### src/rtl/spsync_pkg.sv
// Constants, register map and types for the synchronous serial unit
package spsync_pkg;

   // ************************************************************
   // Register map
   // ************************************************************
   localparam int          ADDR_W     = 3;
   localparam int          DATA_W     = 8;
   localparam logic [2:0]  OFF_MODE   = 3'h0;
   localparam logic [2:0]  OFF_CTRL   = 3'h1;
   localparam logic [2:0]  OFF_TXDATA = 3'h2;
   localparam logic [2:0]  OFF_STATUS = 3'h3;
   localparam logic [2:0]  OFF_RXDATA = 3'h4;
   localparam logic [2:0]  OFF_BAUD   = 3'h5;
   localparam logic [2:0]  OFF_ISTAT  = 3'h6;
   localparam logic [2:0]  OFF_IMASK  = 3'h7;

   // ************************************************************
   // Status register bit positions
   // ************************************************************
   localparam int ST_TX_DATA_EMPTY_FLAG = 7;
   localparam int ST_RDRF = 6;
   localparam int ST_OVR  = 5;
   localparam int ST_PER  = 3;
   localparam int ST_TX_END_FLAG = 2;
   localparam int ST_RX_MULTIPROC_BIT = 1;
   localparam int ST_TX_MULTIPROC_BIT = 0;

   // Index of the clear-after-read flags
   localparam int NFLAG   = 4;
   localparam int F_TX_DATA_EMPTY_FLAG  = 0;
   localparam int F_RDRF  = 1;
   localparam int F_OVR   = 2;
   localparam int F_PER   = 3;
   localparam logic [NFLAG-1:0] FLAG_RST = 4'h1;

   // Interrupt status bit positions
   localparam int NIRQ     = 4;
   localparam int IRQ_TXE  = 0;
   localparam int IRQ_RXF  = 1;
   localparam int IRQ_TX_END_FLAG = 2;
   localparam int IRQ_ERR  = 3;

   // ************************************************************
   // Reset values and counts
   // ************************************************************
   localparam logic [7:0] BAUD_RST   = 8'h04;
   localparam logic [7:0] BYTE_ZERO  = 8'h00;
   localparam logic [2:0] LAST_BIT   = 3'h7;
   localparam logic [2:0] CNT_ZERO   = 3'h0;
   localparam logic [2:0] CNT_ONE    = 3'h1;

   // ************************************************************
   // Types
   // ************************************************************
   typedef struct packed {
      logic clk_enable_bit_high;
      logic clk_enable_bit_low;
      logic rx_en;
      logic tx_en;
   } spsync_ctrl_t;

   typedef struct packed {
      logic par_odd;
      logic par_en;
      logic com;
   } spsync_mode_t;

   localparam spsync_ctrl_t CTRL_RST = 4'h0;
   localparam spsync_mode_t MODE_RST = 3'h1;

   typedef enum logic [1:0] {
      TX_IDLE  = 2'b00,
      TX_SHIFT = 2'b01,
      TX_FINAL = 2'b11
   } spsync_tx_state_t;

endpackage

### src/rtl/spsync_top.sv
// Synchronous serial unit: registers, clock, transmitter and receiver
//
// Added by the designer: the address map and the address-and-strobe port.
`timescale 1ns/1ps
`default_nettype none

// How it works
// - Parity error flag set on receive mismatch
// - Transmit end high while disabled or drained
// - Transmit end cleared by empty-clear or data write
// - Receive multiprocessor bit read-only, kept on disable
// - Transmit multiprocessor bit is read/write storage
// - Eight data bits per character, LSB first
// - Transmit data changes on falling clock edge
// - Receive data sampled on rising clock edge
// - Line keeps MSB level after the character
// - No parity or multiprocessor bit sent
// - Independent transmitter and receiver, one clock
// - Double-buffered transmit and receive paths
// - Clock from internal divider or clock pin
// - Internal clock: eight pulses, idle high
module spsync_top (
   input  wire logic                            ref_clk_i,
   input  wire logic                            rst_i,
   input  wire logic [spsync_pkg::ADDR_W-1:0]   addr_i,
   input  wire logic [spsync_pkg::DATA_W-1:0]   wdata_i,
   input  wire logic                            wr_i,
   input  wire logic                            rd_i,
   output logic      [spsync_pkg::DATA_W-1:0]   rdata_o,
   output logic                                 txd_o,
   input  wire logic                            rxd_i,
   input  wire logic                            sck_i,
   output logic                                 sck_o,
   output logic                                 sck_oe_o,
   output logic                                 irq_o
);

   // ************************************************************
   // Declarations
   // ************************************************************
   spsync_pkg::spsync_ctrl_t     ctrl_reg;
   spsync_pkg::spsync_mode_t     mode_reg;
   spsync_pkg::spsync_tx_state_t tx_state_reg;
   logic [7:0]                   baud_reg;
   logic [7:0]                   div_reg;
   logic [7:0]                   tdr_reg;
   logic [7:0]                   rdr_reg;
   logic [7:0]                   tx_shift_reg;
   logic [7:0]                   rx_shift_reg;
   logic [7:0]                   rx_byte;
   logic [7:0]                   rdata_reg;
   logic [7:0]                   status;
   logic [2:0]                   tx_cnt_reg;
   logic [2:0]                   rx_cnt_reg;
   logic [spsync_pkg::NFLAG-1:0] flag_reg;
   logic [spsync_pkg::NFLAG-1:0] seen_reg;
   logic [spsync_pkg::NFLAG-1:0] flag_set;
   logic [spsync_pkg::NFLAG-1:0] flag_hw_clr;
   logic [spsync_pkg::NFLAG-1:0] flag_sw_clr;
   logic [spsync_pkg::NIRQ-1:0]  istat_reg;
   logic [spsync_pkg::NIRQ-1:0]  imask_reg;
   logic [spsync_pkg::NIRQ-1:0]  irq_ev;
   logic                         tx_end_flag_reg;
   logic                         rx_multiproc_bit_reg;
   logic                         tx_multiproc_bit_reg;
   logic                         txd_reg;
   logic                         sck_reg;
   logic                         sck_oe_reg;
   logic                         irq_reg;
   logic                         rxd_s1_reg;
   logic                         rxd_s2_reg;
   logic                         sck_s1_reg;
   logic                         sck_s2_reg;
   logic                         sck_s3_reg;
   logic                         int_clk;
   logic                         burst_req;
   logic                         div_done;
   logic                         fall_ev;
   logic                         rise_ev;
   logic                         tx_load;
   logic                         tx_end;
   logic                         rx_done;
   logic                         wr_tdr;
   logic                         wr_stat;
   logic                         rd_stat;
   logic                         rd_rdr;
   logic                         tx_data_empty_flag;
   logic                         rdrf;

   assign rdata_o  = rdata_reg;
   assign txd_o    = txd_reg;
   assign sck_o    = sck_reg;
   assign sck_oe_o = sck_oe_reg;
   assign irq_o    = irq_reg;

   assign wr_tdr  = wr_i && (addr_i == spsync_pkg::OFF_TXDATA);
   assign wr_stat = wr_i && (addr_i == spsync_pkg::OFF_STATUS);
   assign rd_stat = rd_i && (addr_i == spsync_pkg::OFF_STATUS);
   assign rd_rdr  = rd_i && (addr_i == spsync_pkg::OFF_RXDATA);
   assign tx_data_empty_flag    = flag_reg[spsync_pkg::F_TX_DATA_EMPTY_FLAG];
   assign rdrf    = flag_reg[spsync_pkg::F_RDRF];

   // ************************************************************
   // Pin synchronisers
   // ************************************************************
   // Third sck stage feeds the edge detector, never the first
   always_ff @(posedge ref_clk_i or posedge rst_i) begin
      if (rst_i) begin
         rxd_s1_reg <= 1'b1;
         rxd_s2_reg <= 1'b1;
         sck_s1_reg <= 1'b1;
         sck_s2_reg <= 1'b1;
         sck_s3_reg <= 1'b1;
      end else begin
         rxd_s1_reg <= rxd_i;
         rxd_s2_reg <= rxd_s1_reg;
         sck_s1_reg <= sck_i;
         sck_s2_reg <= sck_s1_reg;
         sck_s3_reg <= sck_s2_reg;
      end
   end

   // ************************************************************
   // Clock selection and internal clock generator
   // ************************************************************
   // Sync mode with the high clock-enable bit set takes the pin
   assign int_clk = mode_reg.com && !ctrl_reg.clk_enable_bit_high;
   // One burst serves both directions, so they share one clock
   assign burst_req = (tx_state_reg != spsync_pkg::TX_IDLE) ||
                      (ctrl_reg.rx_en && !ctrl_reg.tx_en && !rdrf);
   assign div_done = (div_reg == spsync_pkg::BYTE_ZERO);

   always_ff @(posedge ref_clk_i or posedge rst_i) begin
      if (rst_i) begin
         div_reg <= spsync_pkg::BAUD_RST;
      end else if (div_done) begin
         div_reg <= baud_reg;
      end else begin
         div_reg <= div_reg - 8'h01;
      end
   end

   // Pulses only while a character is pending, high otherwise
   always_ff @(posedge ref_clk_i or posedge rst_i) begin
      if (rst_i) begin
         sck_reg    <= 1'b1;
         sck_oe_reg <= 1'b0;
      end else begin
         sck_oe_reg <= int_clk;
         if (!int_clk) begin
            sck_reg <= 1'b1;
         end else if (div_done && sck_reg && burst_req) begin
            sck_reg <= 1'b0;
         end else if (div_done && !sck_reg) begin
            sck_reg <= 1'b1;
         end
      end
   end

   // External edges depend on the peer pulsing correctly
   assign fall_ev = int_clk ? (div_done && sck_reg && burst_req)
                            : (sck_s3_reg && !sck_s2_reg);
   assign rise_ev = int_clk ? (div_done && !sck_reg)
                            : (!sck_s3_reg && sck_s2_reg);

   // ************************************************************
   // Transmitter
   // ************************************************************
   assign tx_end  = (tx_state_reg == spsync_pkg::TX_FINAL) && rise_ev;
   // Reload straight after the last bit keeps characters back to back
   assign tx_load = ctrl_reg.tx_en && !tx_data_empty_flag &&
                    ((tx_state_reg == spsync_pkg::TX_IDLE) || tx_end);

   always_ff @(posedge ref_clk_i or posedge rst_i) begin
      if (rst_i) begin
         tx_state_reg <= spsync_pkg::TX_IDLE;
         tx_shift_reg <= spsync_pkg::BYTE_ZERO;
         tx_cnt_reg   <= spsync_pkg::CNT_ZERO;
         txd_reg      <= 1'b1;
      end else if (!ctrl_reg.tx_en) begin
         tx_state_reg <= spsync_pkg::TX_IDLE;
         tx_cnt_reg   <= spsync_pkg::CNT_ZERO;
      end else if (tx_load) begin
         tx_shift_reg <= tdr_reg;
         tx_cnt_reg   <= spsync_pkg::CNT_ZERO;
         tx_state_reg <= spsync_pkg::TX_SHIFT;
      end else if (tx_end) begin
         tx_state_reg <= spsync_pkg::TX_IDLE;
      end else if (fall_ev && tx_state_reg == spsync_pkg::TX_SHIFT) begin
         txd_reg      <= tx_shift_reg[0];
         tx_shift_reg <= {1'b0, tx_shift_reg[7:1]};
         tx_cnt_reg   <= tx_cnt_reg + spsync_pkg::CNT_ONE;
         if (tx_cnt_reg == spsync_pkg::LAST_BIT) begin
            tx_state_reg <= spsync_pkg::TX_FINAL;
         end
      end
   end

   always_ff @(posedge ref_clk_i or posedge rst_i) begin
      if (rst_i) begin
         tdr_reg <= spsync_pkg::BYTE_ZERO;
      end else if (wr_tdr) begin
         tdr_reg <= wdata_i;
      end
   end

   // ************************************************************
   // Receiver
   // ************************************************************
   assign rx_byte = {rxd_s2_reg, rx_shift_reg[7:1]};
   assign rx_done = rise_ev && ctrl_reg.rx_en &&
                    (rx_cnt_reg == spsync_pkg::LAST_BIT);

   always_ff @(posedge ref_clk_i or posedge rst_i) begin
      if (rst_i) begin
         rx_shift_reg <= spsync_pkg::BYTE_ZERO;
         rx_cnt_reg   <= spsync_pkg::CNT_ZERO;
      end else if (!ctrl_reg.rx_en) begin
         rx_cnt_reg <= spsync_pkg::CNT_ZERO;
      end else if (rise_ev) begin
         rx_shift_reg <= rx_byte;
         rx_cnt_reg   <= rx_cnt_reg + spsync_pkg::CNT_ONE;
      end
   end

   // Old byte is kept on overrun; the new one is dropped
   always_ff @(posedge ref_clk_i or posedge rst_i) begin
      if (rst_i) begin
         rdr_reg  <= spsync_pkg::BYTE_ZERO;
         rx_multiproc_bit_reg <= 1'b0;
      end else if (rx_done && !rdrf) begin
         rdr_reg  <= rx_byte;
         rx_multiproc_bit_reg <= 1'b0;
      end
   end

   // ************************************************************
   // Status flags
   // ************************************************************
   // A data write beats a load so the new byte stays pending
   assign flag_set[spsync_pkg::F_TX_DATA_EMPTY_FLAG] = (tx_load && !wr_tdr) ||
                                         !ctrl_reg.tx_en;
   assign flag_set[spsync_pkg::F_RDRF] = rx_done && !rdrf;
   assign flag_set[spsync_pkg::F_OVR]  = rx_done && rdrf;
   assign flag_set[spsync_pkg::F_PER]  = rx_done && !rdrf &&
                                         mode_reg.par_en &&
                                         ((^rx_byte) != mode_reg.par_odd);
   assign flag_hw_clr[spsync_pkg::F_TX_DATA_EMPTY_FLAG] = wr_tdr;
   assign flag_hw_clr[spsync_pkg::F_RDRF] = rd_rdr;
   assign flag_hw_clr[spsync_pkg::F_OVR]  = 1'b0;
   assign flag_hw_clr[spsync_pkg::F_PER]  = 1'b0;
   assign flag_sw_clr[spsync_pkg::F_TX_DATA_EMPTY_FLAG] = !wdata_i[spsync_pkg::ST_TX_DATA_EMPTY_FLAG];
   assign flag_sw_clr[spsync_pkg::F_RDRF] = !wdata_i[spsync_pkg::ST_RDRF];
   assign flag_sw_clr[spsync_pkg::F_OVR]  = !wdata_i[spsync_pkg::ST_OVR];
   assign flag_sw_clr[spsync_pkg::F_PER]  = !wdata_i[spsync_pkg::ST_PER];

   // Clear by writing 0 only counts after the flag was read as 1
   genvar gi;
   generate
      for (gi = 0; gi < spsync_pkg::NFLAG; gi = gi + 1) begin : g_flag
         always_ff @(posedge ref_clk_i or posedge rst_i) begin
            if (rst_i) begin
               flag_reg[gi] <= spsync_pkg::FLAG_RST[gi];
               seen_reg[gi] <= 1'b0;
            end else if (flag_set[gi]) begin
               flag_reg[gi] <= 1'b1;
            end else if (flag_hw_clr[gi] ||
                         (wr_stat && flag_sw_clr[gi] && seen_reg[gi])) begin
               flag_reg[gi] <= 1'b0;
               seen_reg[gi] <= 1'b0;
            end else if (rd_stat && flag_reg[gi]) begin
               seen_reg[gi] <= 1'b1;
            end
         end
      end
   endgenerate

   // Set terms win over the clear terms
   always_ff @(posedge ref_clk_i or posedge rst_i) begin
      if (rst_i) begin
         tx_end_flag_reg <= 1'b1;
      end else if (!ctrl_reg.tx_en || (tx_end && tx_data_empty_flag)) begin
         tx_end_flag_reg <= 1'b1;
      end else if (wr_tdr || (wr_stat && seen_reg[spsync_pkg::F_TX_DATA_EMPTY_FLAG] &&
                              flag_sw_clr[spsync_pkg::F_TX_DATA_EMPTY_FLAG])) begin
         tx_end_flag_reg <= 1'b0;
      end
   end

   // ************************************************************
   // Interrupts
   // ************************************************************
   assign irq_ev[spsync_pkg::IRQ_TXE]  = flag_set[spsync_pkg::F_TX_DATA_EMPTY_FLAG] && !tx_data_empty_flag;
   assign irq_ev[spsync_pkg::IRQ_RXF]  = flag_set[spsync_pkg::F_RDRF];
   assign irq_ev[spsync_pkg::IRQ_TX_END_FLAG] = tx_end && tx_data_empty_flag;
   assign irq_ev[spsync_pkg::IRQ_ERR]  = flag_set[spsync_pkg::F_OVR] ||
                                         flag_set[spsync_pkg::F_PER];

   always_ff @(posedge ref_clk_i or posedge rst_i) begin
      if (rst_i) begin
         istat_reg <= 4'h0;
      end else if (wr_i && addr_i == spsync_pkg::OFF_ISTAT) begin
         istat_reg <= (istat_reg & ~wdata_i[spsync_pkg::NIRQ-1:0]) | irq_ev;
      end else begin
         istat_reg <= istat_reg | irq_ev;
      end
   end

   always_ff @(posedge ref_clk_i or posedge rst_i) begin
      if (rst_i) begin
         irq_reg <= 1'b0;
      end else begin
         irq_reg <= |(istat_reg & imask_reg);
      end
   end

   // ************************************************************
   // Register writes and reads
   // ************************************************************
   always_ff @(posedge ref_clk_i or posedge rst_i) begin
      if (rst_i) begin
         ctrl_reg  <= spsync_pkg::CTRL_RST;
         mode_reg  <= spsync_pkg::MODE_RST;
         baud_reg  <= spsync_pkg::BAUD_RST;
         imask_reg <= 4'h0;
         tx_multiproc_bit_reg  <= 1'b0;
      end else if (wr_i) begin
         case (addr_i)
            spsync_pkg::OFF_MODE:   mode_reg  <= wdata_i[2:0];
            spsync_pkg::OFF_CTRL:   ctrl_reg  <= wdata_i[3:0];
            spsync_pkg::OFF_BAUD:   baud_reg  <= wdata_i;
            spsync_pkg::OFF_IMASK:  imask_reg <= wdata_i[spsync_pkg::NIRQ-1:0];
            spsync_pkg::OFF_STATUS:
               tx_multiproc_bit_reg <= wdata_i[spsync_pkg::ST_TX_MULTIPROC_BIT];
            default:                tx_multiproc_bit_reg  <= tx_multiproc_bit_reg;
         endcase
      end
   end

   always_comb begin
      status = spsync_pkg::BYTE_ZERO;
      status[spsync_pkg::ST_TX_DATA_EMPTY_FLAG] = tx_data_empty_flag;
      status[spsync_pkg::ST_RDRF] = rdrf;
      status[spsync_pkg::ST_OVR]  = flag_reg[spsync_pkg::F_OVR];
      status[spsync_pkg::ST_PER]  = flag_reg[spsync_pkg::F_PER];
      status[spsync_pkg::ST_TX_END_FLAG] = tx_end_flag_reg;
      status[spsync_pkg::ST_RX_MULTIPROC_BIT] = rx_multiproc_bit_reg;
      status[spsync_pkg::ST_TX_MULTIPROC_BIT] = tx_multiproc_bit_reg;
   end

   // Data stands one cycle after each cycle of read strobe, zero otherwise
   always_ff @(posedge ref_clk_i or posedge rst_i) begin
      if (rst_i) begin
         rdata_reg <= spsync_pkg::BYTE_ZERO;
      end else if (!rd_i) begin
         rdata_reg <= spsync_pkg::BYTE_ZERO;
      end else begin
         case (addr_i)
            spsync_pkg::OFF_MODE:   rdata_reg <= {5'h00, mode_reg};
            spsync_pkg::OFF_CTRL:   rdata_reg <= {4'h0, ctrl_reg};
            spsync_pkg::OFF_TXDATA: rdata_reg <= tdr_reg;
            spsync_pkg::OFF_STATUS: rdata_reg <= status;
            spsync_pkg::OFF_RXDATA: rdata_reg <= rdr_reg;
            spsync_pkg::OFF_BAUD:   rdata_reg <= baud_reg;
            spsync_pkg::OFF_ISTAT:  rdata_reg <= {4'h0, istat_reg};
            spsync_pkg::OFF_IMASK:  rdata_reg <= {4'h0, imask_reg};
            default:                rdata_reg <= spsync_pkg::BYTE_ZERO;
         endcase
      end
   end

endmodule

`default_nettype wire

### config.mk
export PLATFORM = sky130hd
export DESIGN_NAME = spsync_top
export DESIGN_NICKNAME = d
export VERILOG_FILES = /design/src/rtl/spsync_pkg.sv /design/src/rtl/spsync_top.sv
export SDC_FILE = /design/constraint.sdc
export NUM_CORES = 1
export LEC_CHECK = 0
export ABC_AREA = 1
export BUFFER_PORTS_ARGS = -buffer_cell sky130_fd_sc_hd__buf_2
export CAP_MARGIN = 25
export CORE_MARGIN = 2
export CORE_UTILIZATION = 45
export CTS_BUF_LIST = sky130_fd_sc_hd__clkbuf_8 sky130_fd_sc_hd__clkbuf_16
export DETAILED_ROUTE_END_ITERATION = 8
export PLACE_DENSITY_LB_ADDON = 0.15
export SYNTH_ARGS = -nofsm -noshare
export SYNTH_HDL_FRONTEND = slang
export SYNTH_SLANG_ARGS = --single-unit
### constraint.sdc
create_clock -name ref_clk_i -period 3.4 [get_ports ref_clk_i]
set_clock_uncertainty 0.15 [all_clocks]
set_input_delay 0.51 -clock ref_clk_i [delete_from_list [all_inputs] [get_ports ref_clk_i]]
set_output_delay 0.51 -clock ref_clk_i [all_outputs]
set_load 0.1 [all_outputs]
==> flow_metrics.py <==
metrics = {
    "layout": {
        "area_growth_pct": 10.6,
        "diodes": 0,
        "final_util_pct": 50.8,
        "layout_common_cells": "135 x nand2_1, 85 x dfrtp_1, 70 x inv_1, 62 x o21ai_0, 36 x nor2_1",
        "drive_above_1_share_pct": 13.9,
        "mostFrequentLayoutCell": "nand2_1",
        "final_nets": 579,
    },
    "status": {
        "outcome": "finished clean",
    },
    "pwr": {
        "p_seq_share_pct": 48.8,
        "peakVddDrop_mv": 0.324,
        "p_sw_share_pct": 37.4,
        "p_per_area_nw_per_um2": 676,
        "pwr-share-clk_pct": 23.0,
        "p_leak_uw": 0.00252,
        "p_sw_uw": 1250,
        "p_int_uw": 2090,
        "combPwrFrac_pct": 28.2,
    },
    "clock_tree": {
        "cts_sinks": 97,
        "clock_latency_ps": 370,
        "cts_setup_buffers": 0,
        "hold_buffers": 0,
        "cts-root-buf": "clkbuf_8",
        "htree_levels": 3,
        "clock_path_buffers": 2,
        "numCtsBuffers": 9,
        "cts_resized": 0,
        "cts_tree": "yes",
        "cts.clk_slew.worst_paths_ps": 90,
    },
    "timing": {
        "slew_headroom_pct": 47.7,
        "maxSlewViolCount": 0,
        "max_freq_mhz": 454,
        "rsz0062_at_grt": "false",
        "finalSetupViolations": 0,
        "whs_ps": 83.0,
        "worst_pin_slew_ps": 784,
        "period_needed_ps": 2200,
        "setup_tns_ps": 0,
        "fin_crit_sh_pct": 64.8,
        "finalHoldViolations": 0,
    },
    "route": {
        "viasPerCell": 5.13,
        "ant_nets": 0,
        "via_count": 3562,
        "drt_iter0_markers": 305,
        "drc_errors": 0,
        "wire_per_inst_um": 15.5,
        "routed_wl_um": 10700,
        "dr.pass1.iters": 5,
    },
    "flow_run": {
        "maxCapViolCount": 0,
    },
    "placement": {
        "port_buffers": 28,
        "gp_congestion": 0.897,
        "hpwl_um": 8010,
    },
    "setup_path": {
        "crit_arrival_ps": 2350,
        "cp_max_fo": 16,
        "path_class": "register to register",
        "required_ps": 3550,
        "worstSetupStartpointType": "register",
        "end_kind": "register",
    },
    "floorplanning": {
        "die_w_um": 104,
        "io_pins": 29,
        "die_h_um": 104,
        "die_area_um2": 10800,
        "start_util_pct": 46.0,
        "core_um2": 9730,
        "rows": 36,
    },
    "grt": {
        "grt_pass1_vias": 3440,
        "groute.usage.overall_pct": 21.2,
        "grt_start_max_net_pins": 65,
        "antenna_found_initial": 0,
        "overflow": 0,
        "grt_pass1_wl_um": 17600,
    },
    "yosys": {
        "synth-seq-cells": 97,
        "synth_cell_type_count": 35,
        "ys_warn_count": 0,
        "syn_nets": 547,
        "syn_avg_cell_area_um2": 8.53,
        "synth_area_um2": 4470,
        "yosysSeqAreaShare_pct": 54.6,
        "syn_inst": 524,
    },
    "hold_path": {
        "hold_class": "input port to register",
    },
}
## per-stage QoR
step | setup WS (ps) | area, µm² | power, µW | cells
after floorplan | 226 | 4470 | 2360 | 524
after global placement | 989 | 4740 | 2570 | 678
after detailed placement | 877 | 4740 | 2600 | 678
after CTS | 1170 | 4950 | 3380 | 694
after global routing | 974 | 4950 | 3580 | 694
final | 1200 | 4950 | 3340 | 694
## per-layer routing
layer	routed length [µm]	up-vias	GRT usage (%)
met2	4950	95	33.1
li1	-	1763	-
met5	0	-	0
met4	217	0	7.92
met1	5080	1689	29.4
met3	477	15	4.09
## worst max-delay path, cell delays in order, from the launching register on
cell and delay (ps):
dfrtp_1 380, inv_1 100, ha_1 190, nand3_1 120, nor2_4 310, nand3_2 120
nand2_2 100, nand2_2 70, nor2_4 150, inv_2 110, nand2_1 180, nor2_1 60
nor2_1 100
## synthesized netlist by cell type, drive strengths merged
cell type | instances | area share, %
nand4 | 2 | 0.42
xor2 | 6 | 1.2
nand2 | 141 | 12
dfrtp | 85 | 48
a32oi | 1 | 0.20
xnor2 | 3 | 0.59
clkinv | 1 | 0.084
o21ai | 71 | 7.9
buf | 5 | 0.84
inv | 75 | 6.3
ha | 6 | 1.7
nor4 | 1 | 0.14
o211ai | 2 | 0.34
or2 | 2 | 0.28
nand3 | 36 | 4.4
a22oi | 2 | 0.34
nor2 | 40 | 3.9
o22ai | 5 | 0.70
a31oi | 4 | 0.56
clkbuf | 4 | 0.34
o2111ai | 1 | 0.20
a21oi | 10 | 1.1
dfstp | 12 | 7.1
a211oi | 1 | 0.17
a221oi | 7 | 1.4
a21o | 1 | 0.17
## cells by family (layout without fill, tap and decap cells)
logic type | count (synthesis) | in the layout | synth area share, %
AO/OA/AOI/OAI | 105 | 105 | 13.1
XOR/XNOR | 9 | 9 | 1.76
adder cells (fa/ha/maj) | 6 | 6 | 1.68
buffers and inverters | 85 | 122 | 7.55
flip-flops | 97 | 97 | 54.6
AND/OR/NAND/NOR | 222 | 222 | 21.3
## path summary, 6_finish.rpt
kind | from | endpoint | slack (ps) | cells after the start
hold / removal | rxd_i | rxd_s1_reg | 80 | 1
max in group asynchronous | rst_i | sck_s3_reg | 2160 | 3
hold reg to reg | sck_s1_reg | sck_s2_reg | 210 | 0
setup reg to reg | div_reg[0] | tx_shift_reg[2] | 1200 | 12
setup / recovery | div_reg[0] | tx_shift_reg[2] | 1200 | 12
min in group asynchronous | rst_i | div_reg[5] | 130 | 2
## power groups by stage
stage | registers [µW] | logic (µW) | clock network (µW)
finish | 1630 | 942 | 770
global route | 1670 | 1070 | 841
CTS | 1630 | 955 | 797
detailed placement | 1650 | 949 | 0
global placement | 1650 | 920 | 0
floorplan | 1760 | 596 | 0
## final cells by class
cell class | instances | area (µm²)
fill | 952 | 4780
sequential | 97 | 2440
multi-input combinational | 342 | 1690
inverter | 76 | 288
tap | 133 | 166
timing repair buffer | 30 | 155
clock buffer | 10 | 138
clock inverter | 6 | 66.3
Note: power is estimated with default switching activity, not from simulation.
